--- src/ssa_pkg.sv ---
// package for the single slope converter timing block
package ssa_pkg;
  // register word offsets (byte addresses)
  localparam logic [7:0] SSA_OFF_MODE = 8'h00;
  localparam logic [7:0] SSA_OFF_TRIM = 8'h04;
  localparam logic [7:0] SSA_OFF_STATUS = 8'h08;
  localparam logic [7:0] SSA_OFF_RES1 = 8'h10;
  localparam logic [7:0] SSA_OFF_RES2 = 8'h14;
  localparam logic [7:0] SSA_OFF_RES3 = 8'h18;
  localparam logic [7:0] SSA_OFF_RESAUX = 8'h1c;
  // mode_control_reg field positions
  localparam int SSA_MUX_LO_BIT = 0;
  localparam int SSA_MUX_HI_BIT = 1;
  localparam int SSA_RATE_BIT = 7;
  localparam int SSA_MODE_W = 8;
  localparam int SSA_TRIM_W = 3;
  localparam int SSA_CNT_W = 12;
  localparam int SSA_NCH = 4;
  localparam logic [SSA_MODE_W-1:0] SSA_MODE_RST = 8'h00;
  localparam logic [SSA_TRIM_W-1:0] SSA_TRIM_RST = 3'h0;
  localparam logic [SSA_CNT_W-1:0] SSA_CNT_MAX = 12'hfff;
  localparam logic [SSA_CNT_W-1:0] SSA_NO_CONV = 12'h000;
  // aux selector codes
  localparam logic [1:0] SSA_SEL_AUX0 = 2'h0;
  localparam logic [1:0] SSA_SEL_AUX1 = 2'h1;
  localparam logic [1:0] SSA_SEL_AUX2 = 2'h2;
  localparam logic [1:0] SSA_SEL_VREF = 2'h3;

  typedef struct packed {
    logic [SSA_CNT_W-1:0] count;
    logic [SSA_NCH-1:0] trip;
  } ssa_capture_t;

  typedef enum logic {SSA_RESET_RAMP, SSA_RAMP} ssa_state_t;
endpackage

--- src/ssa_adc_timing.sv ---
// single slope converter timing, ramp control and result capture
// Operation
// - four channels convert together, sharing one count timer
// - aux channel input chosen 4-to-1 by two select bits; code 3 is reference
// - time from ramp start to trip counted in 12 bits and stored
// - each sync pulse resets the ramp and restarts the timer
// - rate bit 7 clear: count every second clock; set: every clock
// - three main and four aux comparators; a main or selected aux trip latches the timer into that channel result
// - count saturates at 4095, else limited by the sync spacing
// - window is the sync period, full or half PWM period
// - 3-bit ramp current trim, resets to zero
// - channel with no trip in the window reports zero
`timescale 1ns/1ps
`default_nettype none
module ssa_adc_timing
  import ssa_pkg::*;
#(
  parameter int CNT_W = SSA_CNT_W
) (
  // clock and reset
  input wire logic pclk,
  input wire logic presetn,
  // apb slave
  input wire logic psel,
  input wire logic penable,
  input wire logic pwrite,
  input wire logic [7:0] paddr,
  input wire logic [31:0] pwdata,
  output logic [31:0] prdata,
  output logic pready,
  output logic pslverr,
  // pwm sync and analog side
  input wire logic pwm_cycle_sync_pulse,
  input wire logic [2:0] comp_trip,
  input wire logic [3:0] comp_aux_in,
  output logic ramp_discharge,
  output logic [1:0] aux_mux_sel,
  output logic [SSA_TRIM_W-1:0] ramp_current_trim
);
  // ==========================================================
  // input synchronisers
  // ==========================================================
  // three main comparators plus the four aux comparators
  localparam int NPIN = 2 * SSA_NCH - 1;

  logic sync_m_q, sync_s_q, sync_prev_q;
  logic [NPIN-1:0] pin_raw, pin_s;
  logic [SSA_NCH-2:0] cmp_s;
  logic [SSA_NCH-1:0] caux_s;

  // the sync pulse comes from the pwm timer, not from this logic
  always_ff @(posedge pclk or negedge presetn) begin
    if (!presetn) begin
      sync_m_q <= 1'b0;
    end else begin
      sync_m_q <= pwm_cycle_sync_pulse;
    end
  end

  always_ff @(posedge pclk or negedge presetn) begin
    if (!presetn) begin
      sync_s_q <= 1'b0;
    end else begin
      sync_s_q <= sync_m_q;
    end
  end

  always_ff @(posedge pclk or negedge presetn) begin
    if (!presetn) begin
      sync_prev_q <= 1'b0;
    end else begin
      sync_prev_q <= sync_s_q;
    end
  end

  // ==========================================================
  // comparator synchronisers
  // ==========================================================
  // comparators flip when the ramp crosses, at no fixed clock phase
  assign pin_raw = {comp_aux_in, comp_trip};

  genvar b;
  generate
    for (b = 0; b < NPIN; b++) begin : g_pin_sync
      logic m_q;
      logic s_q;
      always_ff @(posedge pclk or negedge presetn) begin
        if (!presetn) begin
          m_q <= 1'b0;
          s_q <= 1'b0;
        end else begin
          m_q <= pin_raw[b];
          s_q <= m_q;
        end
      end
      assign pin_s[b] = s_q;
    end
  endgenerate

  assign cmp_s = pin_s[SSA_NCH-2:0];
  assign caux_s = pin_s[NPIN-1:SSA_NCH-1];

  // ==========================================================
  // registers
  // ==========================================================
  logic [SSA_MODE_W-1:0] mode_control_reg_q;
  logic [SSA_TRIM_W-1:0] trim_q;
  logic apb_req, apb_wr, apb_rd;
  logic hit_mode, hit_trim, hit_stat, hit_res, hit_any;
  logic wr_mode, wr_trim;

  // apb_req stands from the setup cycle until the answer goes out
  assign apb_req = psel && !pready;
  assign apb_wr = psel && penable && pwrite;
  assign apb_rd = psel && !pwrite;
  assign hit_mode = (paddr == SSA_OFF_MODE);
  assign hit_trim = (paddr == SSA_OFF_TRIM);
  assign hit_stat = (paddr == SSA_OFF_STATUS);
  assign hit_res = (paddr == SSA_OFF_RES1) || (paddr == SSA_OFF_RES2) ||
                   (paddr == SSA_OFF_RES3) || (paddr == SSA_OFF_RESAUX);
  assign hit_any = hit_mode || hit_trim || hit_stat || hit_res;
  // an unmapped write lands nowhere
  assign wr_mode = apb_wr && hit_mode;
  assign wr_trim = apb_wr && hit_trim;

  always_ff @(posedge pclk or negedge presetn) begin
    if (!presetn) begin
      mode_control_reg_q <= SSA_MODE_RST;
    end else if (wr_mode) begin
      mode_control_reg_q <= pwdata[SSA_MODE_W-1:0];
    end
  end

  always_ff @(posedge pclk or negedge presetn) begin
    if (!presetn) begin
      trim_q <= SSA_TRIM_RST;
    end else if (wr_trim) begin
      trim_q <= pwdata[SSA_TRIM_W-1:0];
    end
  end

  // ==========================================================
  // mode field decode
  // ==========================================================
  logic aux_select_hi, aux_select_lo, count_rate_select;
  assign aux_select_hi = mode_control_reg_q[SSA_MUX_HI_BIT];
  assign aux_select_lo = mode_control_reg_q[SSA_MUX_LO_BIT];
  assign count_rate_select = mode_control_reg_q[SSA_RATE_BIT];

  // ==========================================================
  // conversion sequencing
  // ==========================================================
  ssa_state_t state_q, state_d;
  logic [CNT_W-1:0] timer_q, timer_d;
  logic half_q, half_d;
  logic [SSA_NCH-1:0] done_q, done_d, trip_now;
  logic sync_rise, sync_fall, tick, sat, ramping;
  ssa_capture_t cap;

  assign sync_rise = sync_s_q && !sync_prev_q;
  assign sync_fall = !sync_s_q && sync_prev_q;
  assign ramping = (state_q == SSA_RAMP);
  // the half rate tick mirrors the slower input clock
  assign tick = count_rate_select || half_q;
  assign half_d = sync_rise ? 1'b0 : !half_q;
  // hold at full scale rather than wrap to a small count
  assign sat = (timer_q == CNT_W'(SSA_CNT_MAX));
  // one shared timer; the aux comparator follows the selector
  assign trip_now = {caux_s[aux_mux_sel], cmp_s};

  // timer value and trip levels travel together to the capture logic
  assign cap.count = SSA_CNT_W'(timer_q);
  assign cap.trip = trip_now;

  always_comb begin
    state_d = state_q;
    timer_d = timer_q;
    done_d = done_q;
    if (sync_rise) begin
      // every sync starts a new window
      state_d = SSA_RESET_RAMP;
      timer_d = '0;
      done_d = '0;
    end else if (state_q == SSA_RESET_RAMP) begin
      if (sync_fall) begin
        state_d = SSA_RAMP;
      end
    end else begin
      if (tick && !sat) begin
        timer_d = CNT_W'(timer_q + 1'b1);
      end
      done_d = done_q | cap.trip;
    end
  end

  always_ff @(posedge pclk or negedge presetn) begin
    if (!presetn) begin
      state_q <= SSA_RESET_RAMP;
    end else begin
      state_q <= state_d;
    end
  end

  always_ff @(posedge pclk or negedge presetn) begin
    if (!presetn) begin
      timer_q <= '0;
    end else begin
      timer_q <= timer_d;
    end
  end

  always_ff @(posedge pclk or negedge presetn) begin
    if (!presetn) begin
      done_q <= '0;
    end else begin
      done_q <= done_d;
    end
  end

  always_ff @(posedge pclk or negedge presetn) begin
    if (!presetn) begin
      half_q <= 1'b0;
    end else begin
      half_q <= half_d;
    end
  end

  // ==========================================================
  // result capture
  // ==========================================================
  logic [SSA_NCH-1:0] first_trip, no_conv, wr_en;
  logic [CNT_W-1:0] wr_data [SSA_NCH];
  logic [CNT_W-1:0] res_rd_data;

  // latch the count on first trip; zero for channels never tripped
  genvar c;
  generate
    for (c = 0; c < SSA_NCH; c++) begin : g_ch
      assign first_trip[c] = cap.trip[c] && !done_q[c] && !sync_rise;
      assign no_conv[c] = sync_rise && !done_q[c];
      assign wr_en[c] = ramping && (first_trip[c] || no_conv[c]);
      assign wr_data[c] = sync_rise ? CNT_W'(SSA_NO_CONV) :
                                      CNT_W'(cap.count);
    end
  endgenerate

  // a word changes only on its own channel's write enable
  ssa_result_mem #(
    .NCH(SSA_NCH),
    .W(CNT_W)
  ) u_mem (
    .pclk(pclk),
    .presetn(presetn),
    .wr_en(wr_en),
    .wr_data(wr_data),
    .rd_idx(paddr[3:2]),
    .rd_data(res_rd_data)
  );

  // ==========================================================
  // analog side outputs
  // ==========================================================
  logic discharge_d;
  logic [1:0] aux_sel_d;

  assign discharge_d = (state_d == SSA_RESET_RAMP);
  assign aux_sel_d = {aux_select_hi, aux_select_lo};

  // reset holds the ramp at zero so nothing counts before software is up
  always_ff @(posedge pclk or negedge presetn) begin
    if (!presetn) begin
      ramp_discharge <= 1'b1;
    end else begin
      ramp_discharge <= discharge_d;
    end
  end

  always_ff @(posedge pclk or negedge presetn) begin
    if (!presetn) begin
      aux_mux_sel <= SSA_SEL_AUX0;
    end else begin
      aux_mux_sel <= aux_sel_d;
    end
  end

  always_ff @(posedge pclk or negedge presetn) begin
    if (!presetn) begin
      ramp_current_trim <= SSA_TRIM_RST;
    end else begin
      ramp_current_trim <= trim_q;
    end
  end

  // ==========================================================
  // apb answer
  // ==========================================================
  // result reads take two cycles so the word comes from the memory register
  logic rd_wait_q, hold_rd, ans_now;
  logic [31:0] stat_word, rd_word;

  // writes and plain reads answer at once: the data is already in hand
  assign hold_rd = apb_req && !pwrite && hit_res && !rd_wait_q;
  assign ans_now = apb_req && !hold_rd;
  // status: ramping flag in bit 0, per-channel trip flags in bits 7:4
  assign stat_word = 32'({done_q, 3'h0, state_q});
  assign rd_word = hit_mode ? 32'(mode_control_reg_q) :
                   hit_trim ? 32'(trim_q) :
                   hit_stat ? stat_word :
                   hit_res ? 32'(res_rd_data) : 32'h0000_0000;

  always_ff @(posedge pclk or negedge presetn) begin
    if (!presetn) begin
      rd_wait_q <= 1'b0;
    end else begin
      rd_wait_q <= hold_rd;
    end
  end

  always_ff @(posedge pclk or negedge presetn) begin
    if (!presetn) begin
      pready <= 1'b0;
    end else begin
      pready <= ans_now;
    end
  end

  always_ff @(posedge pclk or negedge presetn) begin
    if (!presetn) begin
      pslverr <= 1'b0;
    end else begin
      pslverr <= ans_now && !hit_any;
    end
  end

  always_ff @(posedge pclk or negedge presetn) begin
    if (!presetn) begin
      prdata <= '0;
    end else if (apb_req && apb_rd) begin
      prdata <= rd_word;
    end
  end
endmodule // ssa_adc_timing
`default_nettype wire

--- src/ssa_result_mem.sv ---
// per-channel result store with registered read port
`timescale 1ns/1ps
`default_nettype none
module ssa_result_mem
  import ssa_pkg::*;
#(
  parameter int NCH = SSA_NCH,
  parameter int W = SSA_CNT_W
) (
  // clock and reset
  input wire logic pclk,
  input wire logic presetn,
  // write side, one enable per channel
  input wire logic [NCH-1:0] wr_en,
  input wire logic [W-1:0] wr_data [NCH],
  // read side
  input wire logic [1:0] rd_idx,
  output logic [W-1:0] rd_data
);
  logic [W-1:0] mem_q [NCH];

  // each word holds until its channel writes again
  genvar g;
  generate
    for (g = 0; g < NCH; g++) begin : g_word
      always_ff @(posedge pclk or negedge presetn) begin
        if (!presetn) begin
          mem_q[g] <= '0;
        end else if (wr_en[g]) begin
          mem_q[g] <= wr_data[g];
        end
      end
    end
  endgenerate

  always_ff @(posedge pclk or negedge presetn) begin
    if (!presetn) begin
      rd_data <= '0;
    end else begin
      rd_data <= mem_q[rd_idx];
    end
  end
endmodule // ssa_result_mem
`default_nettype wire
--- config.mk ---
export PLATFORM = sky130hd
export DESIGN_NAME = ssa_adc_timing
export DESIGN_NICKNAME = d
export VERILOG_FILES = /design/src/ssa_pkg.sv /design/src/ssa_adc_timing.sv /design/src/ssa_result_mem.sv
export SDC_FILE = /design/constraint.sdc
export NUM_CORES = 1
export LEC_CHECK = 0
export ABC_AREA = 1
export BUFFER_PORTS_ARGS = -buffer_cell sky130_fd_sc_hd__buf_4
export CORE_UTILIZATION = 35
export CTS_CLUSTER_DIAMETER = 100
export DETAILED_ROUTE_END_ITERATION = 16
export GPL_TIMING_DRIVEN = 1
export RECOVER_POWER = 50
export SETUP_SLACK_MARGIN = 0.5
export SYNTH_ARGS = -nofsm -noshare
export SYNTH_HDL_FRONTEND = slang
export SYNTH_SLANG_ARGS = --single-unit
--- constraint.sdc ---
create_clock -name pclk -period 1.7 [get_ports pclk]
set_input_delay 0.085 -clock pclk [delete_from_list [all_inputs] [get_ports pclk]]
set_output_delay 0.085 -clock pclk [all_outputs]
set_load 0.01 [all_outputs]
==> flow_metrics.env, run 1 <==
export IMPL_chipWidth_um=127.1
export IMPL_grt_pass1_wl_um=22900
export IMPL_critPathRequiredTime_ps=2000
export IMPL_ant_nets=0
export IMPL_fin_setup_tns_ps=0
export IMPL_ys_seq_area_share_pct=58.00
export IMPL_cts_made_buffers=17
export IMPL_cap_violations=0
export IMPL_track_usage_pct=18.62
export IMPL_yosysUniqueCellTypes=34
export IMPL_hold_viol_final=0
export IMPL_slew_viol_final=0
export IMPL_pre_cts_slack_ps=126.9
export IMPL_postSynthAreaPerCell_um2=8.884
export IMPL_dp_hpwl_um=8187
export IMPL_io_buffers=48
export IMPL_cts_root_buf="clkbuf_16"
export IMPL_ir_worst_vdd_v=0.0006259
export IMPL_ys_ff_latch=127
export IMPL_die_h_um=127.1
export IMPL_hp_class="input port to register"
export IMPL_relSlewSlack_pct=19.70
export IMPL_place_area_um2=6136
export IMPL_gr_total_overflow=0
export IMPL_syn_area_um2=5482
export IMPL_p_leak_uw=0.003948
export IMPL_wirelength_um=15640
export IMPL_criticalPathCategory="register to register"
export IMPL_core_area_um2=15260
export IMPL_period_needed_ps=1526
export IMPL_layout_nets=794
export IMPL_cp_data_arrival_time_ps=1820
export IMPL_clk_pin_slew_ps=60
export IMPL_clockBufferDepth=2
export IMPL_htree_levels=4
export IMPL_dieArea_um2=16170
export IMPL_final_area_um2=8092
export IMPL_num_rows=45
export IMPL_io_pins=93
export IMPL_drt_pass1_iter_count=5
export IMPL_finalCritPeriodShare_pct=89.74
export IMPL_grt_max_degree=72
export IMPL_worstRegToRegCells=9
export IMPL_clock_sinks=127
export IMPL_status="finished clean"
export IMPL_vias_per_cell=4.902
export IMPL_p_per_area_nw_per_um2=1003
export IMPL_worstHoldPathCells=3
export IMPL_vias=4711
export IMPL_synth_top_cell_by_area="dfrtp_1"
export IMPL_syn_to_final_growth_pct=47.61
export IMPL_setup_slack_ps=174.4
export IMPL_setup_viol=0
export IMPL_startpoint_type="register"
export IMPL_gp_congestion=0.8241
export IMPL_start_util_pct=35.92
export IMPL_postSynthCellCount=617
export IMPL_utilization_pct=53.03
export IMPL_clock_fmax_mhz=655.5
export IMPL_avgRoutedWirePerCell_um=16.28
export IMPL_grt_pass1_vias=4537
export IMPL_drc=0
export IMPL_grt_setup_unrepaired="yes"
export IMPL_cts_tree="yes"
export IMPL_finClkSkew_ps=7.850
export IMPL_synth_top_area_share_pct=57.52
export IMPL_crit_fanout=6
export IMPL_insertion_delay_ps=410
export IMPL_n_antenna_cell=0
export IMPL_crit_path_end_kind="register"
export IMPL_worst_slew_pin_slew_ps=1204
export IMPL_drive_above_1_share_pct=34.67
export IMPL_synthTopCellsByArea="dfrtp_1, nand2_1, nand3_1"
export IMPL_yosysWarnings=0
export IMPL_drt_iter0_markers=410
export IMPL_finalNonFillerCells=961
export IMPL_place_inst=873
export IMPL_grt_antenna_before_repair=0
timing repair:
action                                  CTS  global route
gates cloned                              9             7
pin swaps                                 8            11
hold buffers                             17             0
endpoints found under the hold margin   146             0
resized for setup                        65           121
setup buffers                            21             5
endpoints found under the setup margin   66            70
where the power goes:
| part | leakage, uW | switching, uW | internal [uW] |
|---|---|---|---|
| clock | 0.000272 | 1240 | 2270 |
| sequential | 0.00170 | 131 | 3200 |
| combinational | 0.00197 | 674 | 601 |
| total | 0.00395 | 2050 | 6070 |
layout by cell type (no fill, tap or decap), types with 2 or more instances in the layout:
master and count:
xnor2_1 2, clkbuf_1 6, nand3_1 80, nand2_1 125, inv_2 4, a21oi_1 5
dfrtp_1 124, bufinv_16 3, dlygate4sd3_1 17, dfrtp_2 2, o21ai_2 33, nand2_8 3
nand2_4 30, nor2_1 28, buf_6 13, nor2_4 4, inv_1 35, nand4_1 5
buf_16 8, a22oi_1 11, nor2_2 6, clkbuf_16 22, or2_2 2, clkbuf_4 8
conb_1 20, buf_12 11, clkinv_2 4, o21ai_4 4, o21ai_1 22, o21ai_0 5
buf_4 66, nand2_2 29
registers in the layout (all words and copies together), names as in the netlist:
signal / count
sync_s_q: 1
pslverr: 1
timer_q: 12
g_pin_sync.m_q: 7
ramp_current_trim: 3
ramp_discharge: 1
aux_mux_sel: 2
half_q: 1
ramping: 1
done_q: 4
pready: 1
sync_prev_q: 1
mode_control_reg_q: 8
g_pin_sync.s_q: 7
prdata: 12
u_mem.mem_q: 48
sync_m_q: 1
trim_q: 3
u_mem.rd_data: 12
rd_wait_q: 1
final timing paths:
path,start,to,slack [ps]
worst max register to register,timer_q[1]$_DFFE_PN0P_,timer_q[7]$_DFFE_PN0P_,170
max in group asynchronous,presetn,u_mem.mem_q[38]$_DFFE_PN0P_,270
min in group asynchronous,presetn,g_pin_sync[5].m_q$_DFF_PN0_,450
worst max-delay path,timer_q[1]$_DFFE_PN0P_,timer_q[7]$_DFFE_PN0P_,170
worst min-delay path,paddr[2],u_mem.rd_data[4]$_DFF_PN0_,10
worst min register to register,g_pin_sync[6].m_q$_DFF_PN0_,g_pin_sync[6].s_q$_DFF_PN0_,350
routing by layer:
| layer | global-route usage [%] | wire length (um) | up-vias |
|---|---|---|---|
| met3 | 4.941 | 807 | 33 |
| met2 | 31.12 | 7864 | 186 |
| met5 | 0 | 0 | - |
| li1 | - | - | 2219 |
| met4 | 7.353 | 352 | 0 |
| met1 | 23.00 | 6619 | 2273 |
stage by stage:
step / total power [uW] / hold slack (ps)
floorplan: 3761 / -210.6
global placement: 4026 / -16.84
detailed placement: 4042 / -10.69
CTS: 7866 / 9.060
global route: 8393 / 38.22
finish: 8114 / 13.25
cells in the mapped netlist (all sizes together):
cell type / count
a21boi: 1
a21oi: 5
a22oi: 11
a31oi: 1
buf: 34
clkbuf: 13
clkinv: 1
conb: 1
dfrtp: 126
dfstp: 1
ha: 1
inv: 41
nand2: 186
nand3: 81
nand4: 5
nor2: 38
nor3b: 1
o21a: 1
o21ai: 64
or2: 2
xnor2: 2
xor2: 1
worst max-delay path, cell delays in order, from the launching register on:
cell      delay [ps]
dfrtp_1          400
ha_4             180
clkinv_4          50
nor2_4           130
nand3_4           90
o21ai_4          170
buf_12           150
nand2_4           80
nand2_1           80
nand2_1           50
final cells by class:
type	instances	area (um^2)
Fill cell	1247	7167
Sequential cell	127	3182
Multi-Input combinational cell	421	2450
Timing Repair Buffer	131	1460
Clock buffer	21	440.4
Tap cell	211	264.0
Inverter	42	177.7
Clock inverter	8	117.6
cells by family after synthesis:
kind of cell	Yosys count	synth area share (%)
and+or+nand+nor	313	24.58
DFF	127	58.00
buffers and inverters	89	8.034
AOI/OAI and AO/OA	83	8.606
xor gates and xnor gates	3	0.4794
adders and majority gates	1	0.2282
other	1	0.06841
(Power assumes the default switching activity.)
==> run 2, diff against run 1 <==
--- a/config.mk
+++ b/config.mk
@@ -5,7 +5,6 @@
 export SDC_FILE = /design/constraint.sdc
 export NUM_CORES = 1
 export LEC_CHECK = 0
-export ABC_AREA = 1
 export BUFFER_PORTS_ARGS = -buffer_cell sky130_fd_sc_hd__buf_4
 export CORE_UTILIZATION = 35
 export CTS_CLUSTER_DIAMETER = 100
==> flow_metrics.env, run 2 <==
export IMPL_ant_nets=0
export IMPL_r2r_slack_ps=190
export IMPL_synth_top_cell_by_area="dfrtp_1"
export IMPL_htree_levels=4
export IMPL_io_pins=93
export IMPL_die_h_um=123.4
export IMPL_yosysWarnings=0
export IMPL_track_usage_pct=18.00
export IMPL_cp_data_arrival_time_ps=1850
export IMPL_finalNonFillerCells=777
export IMPL_grt_setup_unrepaired="yes"
export IMPL_r2r_end="timer_q[9]$_DFFE_PN0P_"
export IMPL_startpoint="timer_q[1]$_DFFE_PN0P_"
export IMPL_startpoint_type="register"
export IMPL_grt_antenna_before_repair=0
export IMPL_ys_ff_latch=127
export IMPL_relSlewSlack_pct=23.66
export IMPL_insertion_delay_ps=410
export IMPL_setup_slack_ps=187.5
export IMPL_drc=0
export IMPL_slew_viol_final=0
export IMPL_fin_setup_tns_ps=0
export IMPL_drt_pass1_iter_count=4
export IMPL_clock_fmax_mhz=661.1
export IMPL_io_buffers=48
export IMPL_mostFrequentLayoutCell="dfrtp_1"
export IMPL_vias=3931
export IMPL_p_per_area_nw_per_um2=1020
export IMPL_max_flop_register="u_mem.mem_q"
export IMPL_cap_violations=0
export IMPL_whs_ps=53.53
export IMPL_r2r_start="timer_q[1]$_DFFE_PN0P_"
export IMPL_ir_worst_vdd_v=0.0008975
export IMPL_synthArstFlopShare_pct=100.0
export IMPL_synth_top_area_share_pct=61.09
export IMPL_crit_path_end_kind="register"
export IMPL_yosysUniqueCellTypes=47
export IMPL_dieArea_um2=15240
export IMPL_synth_edf_count=0
export IMPL_clockBufferDepth=2
export IMPL_synthTopCellsByArea="dfrtp_1, o21ai_0, mux4_2"
export IMPL_syn_area_um2=5161
export IMPL_clk_pin_slew_ps=50
export IMPL_layout_nets=636
export IMPL_wirelength_um=12970
export IMPL_chipWidth_um=123.4
export IMPL_finClkSkew_ps=8.435
export IMPL_clock_sinks=127
export IMPL_core_area_um2=14480
export IMPL_dp_hpwl_um=7278
export IMPL_grt_pass1_wl_um=20210
export IMPL_place_inst=679
export IMPL_final_cell_mix="dfrtp_1, buf_4, nand2_1"
export IMPL_avgRoutedWirePerCell_um=16.69
export IMPL_worstRegToRegCells=4
export IMPL_synthTopCellsByCount="dfrtp_1, nand2_1, o21ai_0"
export IMPL_gp_congestion=0.8374
export IMPL_status="finished clean"
export IMPL_postSynthCellCount=448
export IMPL_p_leak_uw=0.003504
export IMPL_synth_most_common_cell="dfrtp_1"
export IMPL_cts_made_buffers=17
export IMPL_cts_root_buf="clkbuf_16"
export IMPL_pre_cts_slack_ps=-30.27
export IMPL_cts_tree="yes"
export IMPL_finalCritPeriodShare_pct=88.97
export IMPL_critPathRequiredTime_ps=2030
export IMPL_drive_above_1_share_pct=44.01
export IMPL_num_rows=44
export IMPL_setup_viol=0
export IMPL_crit_fanout=5
export IMPL_criticalPathCategory="register to register"
export IMPL_grt_pass1_vias=3958
export IMPL_hp_class="input port to register"
export IMPL_grt_max_degree=81
export IMPL_utilization_pct=52.84
export IMPL_gr_total_overflow=0
export IMPL_vias_per_cell=5.059
export IMPL_worst_slew_pin_slew_ps=1145
export IMPL_n_antenna_cell=0
export IMPL_period_needed_ps=1513
export IMPL_largest_reg_flops=48
export IMPL_syn_to_final_growth_pct=48.24
export IMPL_ys_dominant_reg_cell="dfrtp_1"
export IMPL_postSynthAreaPerCell_um2=11.52
export IMPL_start_util_pct=35.65
export IMPL_drt_iter0_markers=311
export IMPL_cp_endpoint="timer_q[9]$_DFFE_PN0P_"
export IMPL_ys_seq_area_share_pct=61.60
export IMPL_hold_viol_final=0
## run 2: critical path, stage by stage, from the launching register on
cell and delay (ps):
dfrtp_2 400, nand4_1 160, or3_4 380, or3_1 370, a21oi_2 130
## run 2: per-stage QoR
stage / power, uW / cell area [um^2]
floorplan: 3741 / 5453
global placement: 3988 / 5944
detailed placement: 4011 / 5944
CTS: 7750 / 7295
global route: 8119 / 7651
finish: 7808 / 7651
## run 2: worst min-delay path by stage
stage,from,end,slack (ps),cells past startpoint
floorplan,presetn,aux_mux_sel[0]$_DFF_PN0_,-210,0
global placement,presetn,ramp_current_trim[2]$_DFF_PN0_,150,2
detailed placement,presetn,ramp_current_trim[2]$_DFF_PN0_,160,2
CTS,paddr[2],pslverr$_DFF_PN0_,20,3
global route,paddr[2],pslverr$_DFF_PN0_,40,3
finish,paddr[2],pslverr$_DFF_PN0_,50,3
## run 2: timing repair
action / 4_1_cts / 5_1_grt
endpoints found under the setup margin: 74 / 76
hold endpoints to repair: 146 / 0
cloned: 6 / 0
setup buffers: 32 / 12
gates resized for setup: 54 / 67
hold buffers: 18 / 0
pin swaps: 16 / 29
## run 2: routing by layer
layer | global-route usage [%] | share of wire [%] | vias to the layer above
li1 | - | - | 1817
met1 | 22.29 | 43 | 2001
met2 | 30.20 | 51 | 94
met3 | 3.967 | 3.8 | 19
met4 | 7.831 | 1.7 | 0
met5 | 0 | 0 | -
## run 2: cell families after synthesis
family                   Yosys count  share of synthesized area, %
buffers and inverters             47                         4.945
adder cells (fa/ha/maj)            1                        0.2424
AND/OR/NAND/NOR                  140                         12.63
flip-flops                       127                         61.60
AO/OA/AOI/OAI                    101                         11.15
multiplexers                      28                         8.849
other                              1                       0.07266
XOR/XNOR                           3                        0.5092
## run 2: layout make-up
type,instances,area [um^2]
clock buffers,22,464.2
clock inverters,8,90.09
fillers,1227,6828
inverters,4,15.01
multi-input cells,293,2268
flip-flops and latches,127,3183
well taps,184,230.2
repair buffers,139,1400
## run 2: report_power, final
| group | total (uW) | switching (uW) | internal (uW) | leakage [uW] |
|---|---|---|---|---|
| clock | 3410 | 1220 | 2200 | 0.000279 |
| combinational | 1080 | 529 | 549 | 0.00153 |
| sequential | 3320 | 126 | 3190 | 0.00170 |
| total | 7810 | 1870 | 5940 | 0.00350 |
==> run 3, diff against run 2 <==
--- a/config.mk
+++ b/config.mk
@@ -6,6 +6,7 @@
 export NUM_CORES = 1
 export LEC_CHECK = 0
 export BUFFER_PORTS_ARGS = -buffer_cell sky130_fd_sc_hd__buf_4
+export CORE_MARGIN = 2
 export CORE_UTILIZATION = 35
 export CTS_CLUSTER_DIAMETER = 100
 export DETAILED_ROUTE_END_ITERATION = 16
@@ -14,4 +15,5 @@
 export SETUP_SLACK_MARGIN = 0.5
 export SYNTH_ARGS = -nofsm -noshare
 export SYNTH_HDL_FRONTEND = slang
+export SYNTH_HIERARCHICAL = 1
 export SYNTH_SLANG_ARGS = --single-unit
==> flow_metrics.env, run 3 <==
export IMPL_r2r_start="aux_mux_sel[0]$_DFF_PN0_"
export IMPL_chipWidth_um=127.2
export IMPL_status="finished, violations left"
export IMPL_startpoint_type="register"
export IMPL_holdPathEnd="prdata[2]$_DFFE_PN0P_"
export IMPL_largest_reg_flops=48
export IMPL_synthTopCellsByCount="dfrtp_1, mux2_2, nor2_1"
export IMPL_drive_above_1_share_pct=50.46
export IMPL_cts_root_buf="clkbuf_16"
export IMPL_failed_checks="setup timing"
export IMPL_cap_violations=0
export IMPL_period_needed_ps=1724
export IMPL_postSynthAreaPerCell_um2=13.44
export IMPL_criticalPathCategory="register to register"
export IMPL_synth_top_cell_by_area="dfrtp_1"
export IMPL_num_rows=45
export IMPL_final_area_um2=7745
export IMPL_yosysWarnings=6
export IMPL_clockBufferDepth=2
export IMPL_relSlewSlack_pct=30.40
export IMPL_critPathMaxStageDelay_ps=580
export IMPL_track_usage_pct=17.03
export IMPL_ys_seq_area_share_pct=59.89
export IMPL_finClkSkew_ps=10.84
export IMPL_vias_per_cell=5.000
export IMPL_cts_made_buffers=17
export IMPL_drt_iter0_markers=195
export IMPL_p_per_area_nw_per_um2=1023
export IMPL_syn_area_um2=5309
export IMPL_crit_path_end_kind="register"
export IMPL_critPathRequiredTime_ps=2000
export IMPL_dp_hpwl_um=8083
export IMPL_drc=0
export IMPL_synthArstFlopShare_pct=100.0
export IMPL_synth_most_common_cell="dfrtp_1"
export IMPL_grt_antenna_before_repair=0
export IMPL_worst_slew_pin_slew_ps=1044
export IMPL_hold_start="pwrite"
export IMPL_clock_sinks=127
export IMPL_cts_tree="yes"
export IMPL_io_pins=93
export IMPL_ys_ff_latch=127
export IMPL_layout_nets=584
export IMPL_setup_viol=18
export IMPL_cp_data_arrival_time_ps=2020
export IMPL_worstHoldPathCells=3
export IMPL_start_util_pct=35.31
export IMPL_grt_pass1_vias=3879
export IMPL_wirelength_um=13350
export IMPL_n_antenna_cell=0
export IMPL_slew_viol_final=0
export IMPL_utilization_pct=51.52
export IMPL_postSynthCellCount=395
export IMPL_final_cell_mix="dfrtp_1, buf_4, mux2_4"
export IMPL_hold_viol_final=0
export IMPL_io_buffers=48
export IMPL_finalCritPeriodShare_pct=101.4
export IMPL_place_area_um2=6319
export IMPL_pre_cts_slack_ps=-522.1
export IMPL_crit_chain="mux4_2 > nor2_4 > nor3b_4 > buf_6 > mux2_4"
export IMPL_clock_fmax_mhz=579.9
export IMPL_core_area_um2=15030
export IMPL_dieArea_um2=16170
export IMPL_gp_congestion=0.7849
export IMPL_avgRoutedWirePerCell_um=18.27
export IMPL_crit_fanout=6
export IMPL_hp_class="input port to register"
export IMPL_max_flop_register="u_mem/mem_q"
export IMPL_gr_total_overflow=0
export IMPL_worstRegToRegCells=5
export IMPL_vias=3655
export IMPL_grt_pass1_wl_um=21020
export IMPL_synthTopCellsByArea="dfrtp_1, mux2_2, mux4_2"
export IMPL_finalNonFillerCells=731
export IMPL_die_h_um=127.2
export IMPL_clk_pin_slew_ps=60
export IMPL_synth_top_area_share_pct=59.39
export IMPL_r2r_end="u_mem/mem_q[1]$_DFFE_PN0P_"
export IMPL_yosysUniqueCellTypes=44
export IMPL_r2r_slack_ps=-20
export IMPL_ant_nets=0
export IMPL_htree_levels=4
export IMPL_place_inst=642
export IMPL_mostFrequentLayoutCell="dfrtp_1"
export IMPL_ir_worst_vdd_v=0.0007306
export IMPL_grt_max_degree=40
export IMPL_synth_edf_count=0
export IMPL_p_leak_uw=0.003602
export IMPL_syn_to_final_growth_pct=45.89
export IMPL_setup_slack_ps=-24.42
export IMPL_grt_setup_unrepaired="yes"
export IMPL_insertion_delay_ps=420
export IMPL_drt_pass1_iter_count=4
export IMPL_ys_dominant_reg_cell="dfrtp_1"
export IMPL_critical_path_slowest_cell="mux4_2"
## run 3: cell types whose count changed after synthesis, sizes merged, moves of 5 or more
cell	before	now
o21ai	67	11
and2	2	14
a32oi	0	5
nor3	1	8
mux2	11	63
clkbuf	18	9
nand3b	5	0
nand2	75	23
## run 3: worst max-delay path by stage
stage                                        start                     endpoint  slack (ps)
after floorplan           aux_mux_sel[0]$_DFF_PN0_  u_mem/mem_q[10]$_DFFE_PN0P_          30
after global placement    aux_mux_sel[0]$_DFF_PN0_  u_mem/mem_q[10]$_DFFE_PN0P_        -480
after detailed placement  aux_mux_sel[0]$_DFF_PN0_   u_mem/mem_q[3]$_DFFE_PN0P_        -520
after CTS                 aux_mux_sel[0]$_DFF_PN0_   u_mem/mem_q[3]$_DFFE_PN0P_           6
after global routing         sync_prev_q$_DFF_PN0_  u_mem/mem_q[37]$_DFFE_PN0P_         -70
final                     aux_mux_sel[0]$_DFF_PN0_   u_mem/mem_q[1]$_DFFE_PN0P_         -20
## run 3: final cells by class
cell class	instances	area, um^2
clock inverter	13	138.9
multi-input combinational	250	2516
clock buffer	19	442.9
timing repair buffer	130	1211
inverter	4	15.01
tap	188	235.2
fill	1273	7288
sequential	127	3186
## run 3: metal layers
metal	vias to the layer above	part of all wire [%]	GRT usage (%)
met3	22	4.2	3.811
met1	1874	45	22.59
met2	102	49	27.39
met5	-	0	0
met4	0	1.9	6.787
li1	1657	-	-
## run 3: critical path, delay by kind of cell (launching register included)
family                 cells  cell delay [ps]
multiplexers               2              880
AND/OR/NAND/NOR            2              200
flip-flops                 1              370
buffers and inverters      1              140
## run 3: timing repair
item                                    4_1_cts  5_1_grt
cloned                                        3        2
hold endpoints to repair                     57        0
resized for setup                            62       31
buffers inserted                             25        9
endpoints found under the setup margin       75       85
pin swaps                                    20        7
hold buffers                                 18        0
## run 3: kinds of logic (layout without fill, tap and decap cells)
| kind of cell | count (synthesis) | count (layout) | synth area share [%] |
|---|---|---|---|
| DFF | 127 | 127 | 59.89 |
| and+or+nand+nor | 102 | 104 | 10.42 |
| muxes | 76 | 76 | 19.02 |
| AOI/OAI and AO/OA | 45 | 45 | 5.279 |
| buffers and inverters | 39 | 166 | 4.431 |
| xor gates and xnor gates | 4 | 4 | 0.6598 |
| adders and majority gates | 1 | 1 | 0.2356 |
| other | 1 | 20 | 0.07064 |
## run 3: power by group
part | total [uW] | internal [uW] | switching (uW)
clock network | 3540 | 2190 | 1340
logic | 1030 | 558 | 470
registers | 3360 | 3210 | 143
## run 3: per-stage QoR
step / TNS, ps / hold slack [ps] / power (uW)
6_report: -235.3 / 37.84 / 7921
5_1_grt: -1661 / 48.74 / 8218
4_1_cts: 0 / 55.58 / 7920
3_5_place_dp: -11130 / 119.9 / 4177
3_3_place_gp: -9722 / 109.7 / 4159
2_1_floorplan: 0 / -210.6 / 3851
